===== src/hdl/fesp_pkg.sv =====
// Purpose: Constants for flash error flags and program-flash protection
// Assumes: 8-bit registers, one per aligned 32-bit AXI4-Lite word
// Notes:   Byte address of a register is four times its index
//
// How it works
// Double fault or busy-block read sets double flag
// Writing one clears double flag, zero keeps
// Single fault or busy read sets single flag, unless ignore_single_fault is set
// Writing one clears single flag, zero keeps
// Reset loads protection from nonvolatile byte
// Double fault on load gives full protection
// Protected program or erase refused, violation set
// Block erase refused if any sector protected
// Mode bit selects protect or unprotect ranges
// Mode and disables pick none, full, ranges
// High disable bit governs range at top
// High size selects 2, 4, 8, 16 KB
// High size writable only while high disabled
// Low disable bit governs range at base
// Low size selects 1, 2, 4, 8 KB
// Low size writable only while low disabled
// Disallowed scenario writes ignored entirely
// Scenario transitions follow the allowed table
// Software leaves reserved nonvolatile bit erased
// Flag with enable raises interrupt request
// Scenario number is mode, high, low bits
// Flag set beats same-cycle clear
package fesp_pkg;

    // ****************************************************
    // Register indices (byte address = index * 4)
    // ****************************************************
    localparam logic [3:0] FESP_IDX_CFG  = 4'h5;  // Enables and ignore bit
    localparam logic [3:0] FESP_IDX_STAT = 4'h6;  // Violation flag
    localparam logic [3:0] FESP_IDX_ERR  = 4'h7;  // flash_error_flags
    localparam logic [3:0] FESP_IDX_PROT = 4'h8;  // pflash_protect_config

    // ****************************************************
    // Field positions
    // ****************************************************
    localparam int FESP_ERR_SFD   = 0;  // single_fault_flag
    localparam int FESP_ERR_DFD   = 1;  // double_fault_flag
    localparam int FESP_CFG_SINGLE_FAULT_IRQ_ENABLE = 0;  // single_fault_irq_enable
    localparam int FESP_CFG_DOUBLE_FAULT_IRQ_ENABLE = 1;  // double_fault_irq_enable
    localparam int FESP_CFG_IGN   = 4;  // ignore_single_fault
    localparam int FESP_STAT_VIOL = 4;  // protect_violation_flag
    localparam int FESP_PR_MODE   = 7;  // protect_mode
    localparam int FESP_PR_RNV    = 6;  // reserved_nv_bit
    localparam int FESP_PR_HDIS   = 5;  // high_range_disable
    localparam int FESP_PR_HS     = 3;  // high_range_size low bit
    localparam int FESP_PR_LDIS   = 2;  // low_range_disable
    localparam int FESP_PR_LS     = 0;  // low_range_size low bit

    // ****************************************************
    // Reset values and addresses
    // ****************************************************
    localparam logic [7:0]  FESP_PROT_FULL  = 8'h7F;      // Mode clear, rest set
    localparam logic [7:0]  FESP_CFG_RST    = 8'h00;
    localparam logic [22:0] FESP_NV_ADDR    = 23'h7FFF0C;  // Protection byte
    localparam logic [22:0] FESP_PF_TOP     = 23'h7FFFFF;  // Top of program flash
    localparam logic [22:0] FESP_PF_LO_BASE = 23'h7F8000;  // Low range base
    localparam logic [22:0] FESP_HI_MIN     = 23'h000800;  // 2 KB
    localparam logic [22:0] FESP_LO_MIN     = 23'h000400;  // 1 KB

    // Allowed transitions: row is from-scenario, bit n allows to-scenario n
    localparam logic [7:0] FESP_ALLOWED [8] = '{
        8'h0F, 8'h0A, 8'h0C, 8'h08, 8'h18, 8'h3C, 8'h5A, 8'hFF};

    // AXI responses
    localparam logic [1:0] FESP_RESP_OK  = 2'h0;
    localparam logic [1:0] FESP_RESP_ERR = 2'h2;

    // Protection load sequencer, Gray along the path
    typedef enum logic [1:0] {
        FESP_LD_REQ  = 2'h0,
        FESP_LD_WAIT = 2'h1,
        FESP_RUN     = 2'h3
    } fesp_state_t;

endpackage


===== src/hdl/fesp_prot_decode.sv =====
// Purpose: Decides whether a program-flash address is protected
// Assumes: Program flash is one block ending at the top address
// Notes:   Purely combinational
`timescale 1ns/1ps
module fesp_prot_decode
    import fesp_pkg::*;
#(
    parameter logic [22:0] PF_BASE = 23'h7C0000  // Lowest program-flash address
) (
    input  wire logic [7:0]  i_cfg,       // pflash_protect_config
    input  wire logic [22:0] i_addr,      // Global address
    output logic             o_hit,       // Address protected
    output logic             o_any_prot   // Some sector of the block protected
);
    logic [22:0] hi_size;  // High range byte count
    logic [22:0] lo_size;  // Low range byte count
    logic        in_hi;    // Address inside high range
    logic        in_lo;    // Address inside low range
    logic        ranged;   // Address in an active range

    // ****************************************************
    // Range decode
    // ****************************************************
    always_comb begin
        hi_size = FESP_HI_MIN << i_cfg[FESP_PR_HS +: 2];
        lo_size = FESP_LO_MIN << i_cfg[FESP_PR_LS +: 2];
        in_hi   = i_addr > (FESP_PF_TOP - hi_size);
        in_lo   = (i_addr >= FESP_PF_LO_BASE) &&
                  (i_addr < FESP_PF_LO_BASE + lo_size);
        ranged  = (in_hi && !i_cfg[FESP_PR_HDIS]) || (in_lo && !i_cfg[FESP_PR_LDIS]);
        // Mode set protects ranges, clear protects all else
        if (i_addr < PF_BASE) begin
            o_hit = 1'b0;  // Not program flash
        end else if (i_cfg[FESP_PR_MODE]) begin
            o_hit = ranged;
        end else begin
            o_hit = !ranged;
        end
        // Ranges never cover the block, so only scenario 7 is open
        o_any_prot = !(i_cfg[FESP_PR_MODE] && i_cfg[FESP_PR_HDIS] && i_cfg[FESP_PR_LDIS]);
    end

endmodule


===== src/hdl/fesp_top.sv =====
// Purpose: Flash error flags and program-flash protection register
// Assumes: Flash-side inputs come from logic on I_CLK_SYS
// Notes:   Registers over AXI4-Lite; protection loaded after reset
//
// The AXI4-Lite register port is this design's own decision.
`timescale 1ns/1ps
module fesp_top
    import fesp_pkg::*;
#(
    parameter int          ADDR_W  = 12,         // AXI address width
    parameter logic [22:0] PF_BASE = 23'h7C0000  // Lowest program-flash address
) (
    input  wire logic              I_CLK_SYS,         // 40 MHz clock
    input  wire logic              I_RST,             // Async reset, high
    // AXI4-Lite slave
    input  wire logic              I_AXI_AWVALID,
    output logic                   O_AXI_AWREADY,
    input  wire logic [ADDR_W-1:0] I_AXI_AWADDR,
    input  wire logic              I_AXI_WVALID,
    output logic                   O_AXI_WREADY,
    input  wire logic [31:0]       I_AXI_WDATA,
    input  wire logic [3:0]        I_AXI_WSTRB,
    output logic                   O_AXI_BVALID,
    input  wire logic              I_AXI_BREADY,
    output logic [1:0]             O_AXI_BRESP,
    input  wire logic              I_AXI_ARVALID,
    output logic                   O_AXI_ARREADY,
    input  wire logic [ADDR_W-1:0] I_AXI_ARADDR,
    output logic                   O_AXI_RVALID,
    input  wire logic              I_AXI_RREADY,
    output logic [31:0]            O_AXI_RDATA,
    output logic [1:0]             O_AXI_RRESP,
    // Array read results
    input  wire logic              I_RD_DONE,         // Array read finished
    input  wire logic              I_RD_SGL,          // One-bit error corrected
    input  wire logic              I_RD_DBL,          // Two-bit error found
    input  wire logic              I_RD_BUSY,         // Read hit a busy block
    // Protection byte fetch at reset
    output logic                   O_NV_RD_REQ,       // Fetch pulse
    output logic [22:0]            O_NV_RD_ADDR,      // Fetch address
    input  wire logic              I_NV_RD_VALID,     // Fetch answered
    input  wire logic [7:0]        I_NV_RD_DATA,      // Protection byte
    input  wire logic              I_NV_RD_DBL,       // Two-bit error on fetch
    output logic                   O_READY,           // Protection loaded
    // Program and erase check
    input  wire logic              I_PE_REQ,          // Check pulse
    input  wire logic [22:0]       I_PE_ADDR,         // Target address
    input  wire logic              I_PE_BLK_ERASE,    // Block erase command
    output logic                   O_PE_GRANT,        // Allowed pulse
    output logic                   O_PE_DENY,         // Refused pulse
    // Interrupt requests
    output logic                   O_IRQ_DFD,         // Double fault request
    output logic                   O_IRQ_SFD          // Single fault request
);
    // Decode needs address bits 5:2, and the bus is 32 bits at most
    if (ADDR_W < 6 || ADDR_W > 32) begin : g_addr_w_check
        $error("ADDR_W out of range");
    end

    // ****************************************************
    // State
    // ****************************************************
    fesp_state_t       state_q;      // Load sequencer
    logic [7:0]        prot_q;       // pflash_protect_config
    logic [7:0]        cfg_q;        // Enables and ignore bit
    logic              dfd_q;        // double_fault_flag
    logic              sfd_q;        // single_fault_flag
    logic              viol_q;       // protect_violation_flag
    logic              aw_hold_q;    // Write address held
    logic              w_hold_q;     // Write data held
    logic [ADDR_W-1:0] aw_addr_q;
    logic [7:0]        w_data_q;
    logic              w_lane_q;     // Byte lane 0 enabled
    logic              bvalid_q;
    logic [1:0]        bresp_q;
    logic              rvalid_q;
    logic [31:0]       rdata_q;
    logic [1:0]        rresp_q;
    logic              nv_req_q;
    logic              grant_q;
    logic              deny_q;

    // ****************************************************
    // Bus decode
    // ****************************************************
    logic       do_wr;       // Write executes this cycle
    logic [3:0] wr_idx;
    logic       wr_map;      // Write hits a register
    logic       wr_err;
    logic       wr_stat;
    logic       wr_prot;
    logic       wr_cfg;
    logic [3:0] rd_idx;
    logic       rd_map;
    logic [7:0] rd_byte;

    // Index from address; upper bits must be zero
    function automatic logic [4:0] fesp_dec(input logic [ADDR_W-1:0] a);
        logic [3:0] idx;
        logic       ok;
        idx = a[5:2];
        ok  = (a >> 6) == '0;
        ok  = ok && (idx == FESP_IDX_CFG || idx == FESP_IDX_STAT ||
                     idx == FESP_IDX_ERR || idx == FESP_IDX_PROT);
        return {ok, idx};
    endfunction

    assign O_AXI_AWREADY = !aw_hold_q && !bvalid_q;
    assign O_AXI_WREADY  = !w_hold_q && !bvalid_q;
    assign O_AXI_ARREADY = !rvalid_q;
    assign do_wr         = aw_hold_q && w_hold_q && !bvalid_q;
    assign {wr_map, wr_idx} = fesp_dec(aw_addr_q);
    assign {rd_map, rd_idx} = fesp_dec(I_AXI_ARADDR);
    assign wr_err  = do_wr && wr_map && w_lane_q && wr_idx == FESP_IDX_ERR;
    assign wr_stat = do_wr && wr_map && w_lane_q && wr_idx == FESP_IDX_STAT;
    assign wr_cfg  = do_wr && wr_map && w_lane_q && wr_idx == FESP_IDX_CFG;
    assign wr_prot = do_wr && wr_map && w_lane_q && wr_idx == FESP_IDX_PROT;

    // Read data mux; unused bits read zero
    always_comb begin
        case (rd_idx)
            FESP_IDX_CFG:  rd_byte = cfg_q;
            FESP_IDX_STAT: rd_byte = 8'(viol_q) << FESP_STAT_VIOL;
            FESP_IDX_ERR:  rd_byte = (8'(dfd_q) << FESP_ERR_DFD) | (8'(sfd_q) << FESP_ERR_SFD);
            FESP_IDX_PROT: rd_byte = prot_q;
            default:       rd_byte = 8'h00;
        endcase
    end

    // Write channel capture; address and data in either order
    always_ff @(posedge I_CLK_SYS or posedge I_RST) begin
        if (I_RST) begin
            aw_hold_q <= 1'b0;
            w_hold_q  <= 1'b0;
            aw_addr_q <= '0;
            w_data_q  <= 8'h00;
            w_lane_q  <= 1'b0;
        end else if (do_wr) begin
            aw_hold_q <= 1'b0;
            w_hold_q  <= 1'b0;
        end else begin
            if (I_AXI_AWVALID && O_AXI_AWREADY) begin
                aw_hold_q <= 1'b1;
                aw_addr_q <= I_AXI_AWADDR;
            end
            if (I_AXI_WVALID && O_AXI_WREADY) begin
                w_hold_q <= 1'b1;
                w_data_q <= I_AXI_WDATA[7:0];
                w_lane_q <= I_AXI_WSTRB[0];
            end
        end
    end

    // Write response; unmapped addresses answer SLVERR
    always_ff @(posedge I_CLK_SYS or posedge I_RST) begin
        if (I_RST) begin
            bvalid_q <= 1'b0;
            bresp_q  <= FESP_RESP_OK;
        end else if (do_wr) begin
            bvalid_q <= 1'b1;
            bresp_q  <= wr_map ? FESP_RESP_OK : FESP_RESP_ERR;
        end else if (I_AXI_BREADY) begin
            bvalid_q <= 1'b0;
        end
    end

    // Read channel; one read in flight
    always_ff @(posedge I_CLK_SYS or posedge I_RST) begin
        if (I_RST) begin
            rvalid_q <= 1'b0;
            rdata_q  <= 32'h0000_0000;
            rresp_q  <= FESP_RESP_OK;
        end else if (I_AXI_ARVALID && O_AXI_ARREADY) begin
            rvalid_q <= 1'b1;
            rdata_q  <= {24'h000000, rd_byte};
            rresp_q  <= rd_map ? FESP_RESP_OK : FESP_RESP_ERR;
        end else if (I_AXI_RREADY) begin
            rvalid_q <= 1'b0;
        end
    end

    assign O_AXI_BVALID = bvalid_q;
    assign O_AXI_BRESP  = bresp_q;
    assign O_AXI_RVALID = rvalid_q;
    assign O_AXI_RDATA  = rdata_q;
    assign O_AXI_RRESP  = rresp_q;

    // ****************************************************
    // Error flags
    // ****************************************************
    logic dfd_set;  // Double flag event
    logic sfd_set;  // Single flag event

    assign dfd_set = I_RD_DONE && (I_RD_DBL || I_RD_BUSY);
    assign sfd_set = I_RD_DONE && !cfg_q[FESP_CFG_IGN] && (I_RD_SGL || I_RD_BUSY);

    // Write-one-to-clear, set wins so no event is lost
    always_ff @(posedge I_CLK_SYS or posedge I_RST) begin
        if (I_RST) begin
            dfd_q <= 1'b0;
            sfd_q <= 1'b0;
        end else begin
            dfd_q <= dfd_set || (dfd_q && !(wr_err && w_data_q[FESP_ERR_DFD]));
            sfd_q <= sfd_set || (sfd_q && !(wr_err && w_data_q[FESP_ERR_SFD]));
        end
    end

    // Configuration: plain read/write
    always_ff @(posedge I_CLK_SYS or posedge I_RST) begin
        if (I_RST) begin
            cfg_q <= FESP_CFG_RST;
        end else if (wr_cfg) begin
            cfg_q <= w_data_q & 8'h13;  // Only implemented bits
        end
    end

    // Interrupt requests from flag and enable
    assign O_IRQ_DFD = dfd_q && cfg_q[FESP_CFG_DOUBLE_FAULT_IRQ_ENABLE];
    assign O_IRQ_SFD = sfd_q && cfg_q[FESP_CFG_SINGLE_FAULT_IRQ_ENABLE];

    // ****************************************************
    // Protection load at reset
    // ****************************************************
    // Register starts fully protected so nothing slips through before load
    always_ff @(posedge I_CLK_SYS or posedge I_RST) begin
        if (I_RST) begin
            state_q  <= FESP_LD_REQ;
            nv_req_q <= 1'b0;
        end else begin
            nv_req_q <= 1'b0;
            case (state_q)
                FESP_LD_REQ: begin
                    nv_req_q <= 1'b1;
                    state_q  <= FESP_LD_WAIT;
                end
                FESP_LD_WAIT: begin
                    if (I_NV_RD_VALID) begin
                        state_q <= FESP_RUN;
                    end
                end
                FESP_RUN: begin
                    state_q <= FESP_RUN;
                end
                default: begin
                    state_q <= FESP_LD_REQ;
                end
            endcase
        end
    end

    assign O_NV_RD_REQ  = nv_req_q;
    assign O_NV_RD_ADDR = FESP_NV_ADDR;
    assign O_READY      = state_q == FESP_RUN;

    // ****************************************************
    // Protection register
    // ****************************************************
    logic [7:0] prot_cand;  // Requested value after size locks
    logic [2:0] sc_cur;     // Current scenario
    logic [2:0] sc_new;     // Requested scenario
    logic       sc_ok;      // Transition allowed

    always_comb begin
        prot_cand = w_data_q;
        prot_cand[FESP_PR_RNV] = prot_q[FESP_PR_RNV];  // Reserved bit kept from load
        if (!prot_q[FESP_PR_HDIS]) begin
            prot_cand[FESP_PR_HS +: 2] = prot_q[FESP_PR_HS +: 2];
        end
        if (!prot_q[FESP_PR_LDIS]) begin
            prot_cand[FESP_PR_LS +: 2] = prot_q[FESP_PR_LS +: 2];
        end
        sc_cur = {prot_q[FESP_PR_MODE], prot_q[FESP_PR_HDIS], prot_q[FESP_PR_LDIS]};
        sc_new = {prot_cand[FESP_PR_MODE], prot_cand[FESP_PR_HDIS], prot_cand[FESP_PR_LDIS]};
        sc_ok  = FESP_ALLOWED[sc_cur][sc_new];
    end

    always_ff @(posedge I_CLK_SYS or posedge I_RST) begin
        if (I_RST) begin
            prot_q <= FESP_PROT_FULL;
        end else if (state_q == FESP_LD_WAIT && I_NV_RD_VALID) begin
            prot_q <= I_NV_RD_DBL ? FESP_PROT_FULL : I_NV_RD_DATA;
        end else if (wr_prot && state_q == FESP_RUN && sc_ok) begin
            prot_q <= prot_cand;
        end
    end

    // ****************************************************
    // Program and erase check
    // ****************************************************
    logic pe_hit;  // Target address protected
    logic pe_any;  // Block has protection
    logic pe_bad;  // Request refused

    fesp_prot_decode #(
        .PF_BASE    (PF_BASE)
    ) u_decode (
        .i_cfg      (prot_q),
        .i_addr     (I_PE_ADDR),
        .o_hit      (pe_hit),
        .o_any_prot (pe_any)
    );

    assign pe_bad = pe_hit || (I_PE_BLK_ERASE && pe_any && I_PE_ADDR >= PF_BASE);

    always_ff @(posedge I_CLK_SYS or posedge I_RST) begin
        if (I_RST) begin
            grant_q <= 1'b0;
            deny_q  <= 1'b0;
        end else begin
            grant_q <= I_PE_REQ && !pe_bad;
            deny_q  <= I_PE_REQ && pe_bad;
        end
    end

    // Violation flag, write-one-to-clear, set wins
    always_ff @(posedge I_CLK_SYS or posedge I_RST) begin
        if (I_RST) begin
            viol_q <= 1'b0;
        end else begin
            viol_q <= (I_PE_REQ && pe_bad) || (viol_q && !(wr_stat && w_data_q[FESP_STAT_VIOL]));
        end
    end

    assign O_PE_GRANT = grant_q;
    assign O_PE_DENY  = deny_q;
endmodule


===== config.mk =====
export PLATFORM = sky130hd
export DESIGN_NAME = fesp_top
export DESIGN_NICKNAME = d
export VERILOG_FILES = /design/src/hdl/fesp_pkg.sv /design/src/hdl/fesp_prot_decode.sv /design/src/hdl/fesp_top.sv
export SDC_FILE = /design/constraint.sdc
export NUM_CORES = 1
export LEC_CHECK = 0
export BUFFER_PORTS_ARGS = -buffer_cell sky130_fd_sc_hd__buf_2
export CAP_MARGIN = 5
export CORE_MARGIN = 4
export CORE_UTILIZATION = 45
export CTS_CLUSTER_SIZE = 25
export DETAILED_ROUTE_END_ITERATION = 12
export HOLD_SLACK_MARGIN = 0.12
export PLACE_DENSITY = 0.85
export SYNTH_ARGS = -nofsm -noshare
export SYNTH_HDL_FRONTEND = slang
export SYNTH_SLANG_ARGS = --single-unit
export TNS_END_PERCENT = 50

===== constraint.sdc =====
create_clock -name I_CLK_SYS -period 2.6 [get_ports I_CLK_SYS]
set_input_delay 0.52 -clock I_CLK_SYS [delete_from_list [all_inputs] [get_ports I_CLK_SYS]]
set_output_delay 0.52 -clock I_CLK_SYS [all_outputs]
set_load 0.01 [all_outputs]

==> flow_summary.toml <==
[run_status]
outcome = "finished clean"

[global_route]
grt_pass1_vias = 2416
grt_usage_pct = 16.4
grt_antenna_before_repair = 0
grt_pass1_wl_microns = 11000
grt_overflow = 0
grt_max_degree = 42

[floorplan]
die_w_microns = 91.4
die_h_microns = 91.4
dieArea_sq_mm = 0.00836
initial_core_util_pct = 46.1
coreArea_sq_mm = 0.00679
ios = 176
placementRows = 30

[yosys]
synth.avg_cell_area_sq_um = 10.1
syn_area_sq_mm = 0.00313
ys.flop_type = "dfrtp_1"
ys.warnings.count = 0
synth_area_leaders = "dfrtp_1 35%, buf_4 12%, mux2_2 6.8%, dfstp_2 5.9%, ha_1 4.0%"
synth_cell_types = 52
synth_seq_cells = 51
yosysSeqAreaShare_pct = 41.0
synth_cells = 311
synth_edf_count = 0
synth_top_area_share_pct = 35.2
async_flop_share_pct = 100
synth_top_area_cell = "dfrtp_1"
synth_commonest_cells = "49 x buf_4, 44 x dfrtp_1, 20 x o21ai_0, 19 x mux2_2, 15 x nor2_1"
yosysMostFrequentCell = "buf_4"

[final_layout]
fin_nets = 519
diodes = 0
design_area_sq_mm = 0.00361
fin_util_pct = 53.1
instances_no_fill = 500
drive_above_1_share_pct = 35.9
layout-area-overhead-vs-synth_pct = 15.2

[clock_tree]
cts_resized = 0
cts_tree = "yes"
clock_path_buffers = 2
post_cts_buffers = 0
postCtsHoldBufs = 0
clock_sinks = 51
cts_root_buf = "clkbuf_8"
insertion_delay_ps = 300
numCtsBuffers = 5
path_clk_slew_ps = 90
h-tree-depth = 2

[pwr]
total_power_mw = 2.47
internal_power_mw = 1.61
p_switching_mw = 0.859
powerDensity_mw_per_mm2 = 684
p_seq_share_pct = 49.8
leakage_nw = 1.71
p_sw_share_pct = 34.8
ir_drop_v = 0.000480
combPwrFrac_pct = 29.9
clockPowerShare_pct = 20.4

[setup_path]
cp.required_ps = 2840
cp_cell_sequence = "nor2b_1, ha_1, nand4_1, nor4_1, a2111oi_4, nor4_1, o31a_1"
r2r_start = "prot_q[3]"
crit_path_end_kind = "flip-flop"
crit_buf_inv = 0
slowest_stage = "dfstp_2"
path_class = "reg -> reg"
critPathTopFamily = "simple AND/OR/NAND/NOR gates"
cpPeakStageDelay_ps = 590
crit_top_cell = "nor4_1"
worstReg2RegEnd = "O_PE_GRANT"
ff2ff_setup_slack_ps = 280
r2r_cells = 7
crit_arrival_ps = 2570
crit_fanout = 6
start_kind = "flip-flop"

[timing]
hold_violations = 0
fin_crit_sh_pct = 89.4
finalClockSkew_ps = 5.90
tightest_slew_ps = 851
period_minus_slack_ps = 2320
finalMaxSlewViolations = 0
setup_viol = 0
rsz0062_at_grt = "no"
hold_ws_ps = 380
relSlewSlack_pct = 43.2
finalSetupTns_ps = 0
fmax_mhz = 430
setup_slack_ps = 276

[placed_design]
preCtsSetupSlack_ps = 248
numPortBuffers = 94
dpl_cell_area_sq_mm = 0.00350
place.gp.congestion = 0.829
numPlacedInstances = 492
hpwl_microns = 5730

[job]
maxCapViolCount = 0

[routing]
ant_nets = 0
finalWirelength_microns = 7120
wl_per_cell_microns = 14.2
via_count = 2480
drt_iter0_markers = 134
firstDrtPassIters = 4
drcViolationCount = 0
vias_per_cell = 4.96

[hold_path]
min_path_type = "in -> async"
==> sequential cells by signal, summed over array words and instances (netlist names), 2 cells and up <==
name         count
aw_addr_q       10
O_AXI_RDATA      8
prot_q           8
w_data_q         7
cfg_q            3
state_q          2
==> routing by layer <==
metal	GRT usage [%]	vias to the layer above	share of wire (%)
li1	-	1212	-
met1	19.4	1153	40
met2	28.1	108	48
met3	5.72	7	11
met4	4.65	0	0.98
met5	0	-	0
==> placed cells by master, fill, tap and decap left out, types with 2 or more instances in the layout <==
master / n
o21ai_0: 20
mux4_2: 2
a22o_1: 8
nand4_1: 8
a31oi_1: 6
a22oi_1: 4
ha_1: 10
nor4_1: 3
o21a_1: 3
nor2_1: 15
nand2_1: 10
a32oi_1: 2
nor3_1: 9
clkbuf_8: 7
mux2_2: 19
dfstp_2: 7
nor3b_1: 4
inv_1: 10
a21o_1: 2
nand2b_1: 5
dfrtp_1: 44
buf_4: 3
and3_1: 2
or3_1: 3
buf_2: 94
nor2b_1: 3
o31ai_1: 2
nand3_1: 12
nand4b_1: 2
conb_1: 49
a21oi_1: 9
and2_1: 5
or2_2: 3
==> area by class of cell <==
type / count / area [sq um]
multi-input combinational: 237 / 1570
tap: 96 / 120
timing repair buffer: 97 / 493
clock inverter: 1 / 7.51
clock buffer: 7 / 96.3
sequential: 51 / 1280
fill: 640 / 3190
inverter: 11 / 41.3
==> how the worst max path moves through the flow <==
stage	start	slack, ps	endpoint	depth (start not counted)
2_1_floorplan	prot_q[3]	600	O_PE_DENY	7
3_3_place_gp	I_PE_ADDR[14]	410	O_PE_DENY	7
3_5_place_dp	I_PE_ADDR[14]	250	O_PE_GRANT	7
4_1_cts	prot_q[3]	270	O_PE_GRANT	7
5_1_grt	prot_q[3]	90	O_PE_GRANT	7
6_report	prot_q[3]	280	O_PE_GRANT	7
==> worst reg2reg max path: stages, from the launching register on <==
cell,delay (ps)
dfstp_2,590
nor2b_1,60
ha_1,290
nand4_1,80
nor4_1,540
a2111oi_4,90
nor4_1,410
o31a_1,200
==> power by group through the flow <==
stage	clock network [mW]	logic, mW	registers [mW]
after floorplan	0	0.641	1.17
after global placement	0	0.702	1.23
after detailed placement	0	0.740	1.24
after CTS	0.517	0.744	1.23
after global routing	0.549	0.822	1.26
final	0.503	0.737	1.23
==> kinds of logic after synthesis <==
group / after synthesis / synth area share [%]
compound gates: 65 / 14.3
fa+ha+maj: 10 / 4.00
simple gates: 92 / 17.5
other cells: 2 / 0.240
buf+inv: 70 / 14.6
mux: 21 / 8.27
flops: 51 / 41.0
No activity file was read; power rests on OpenSTA's default activity.
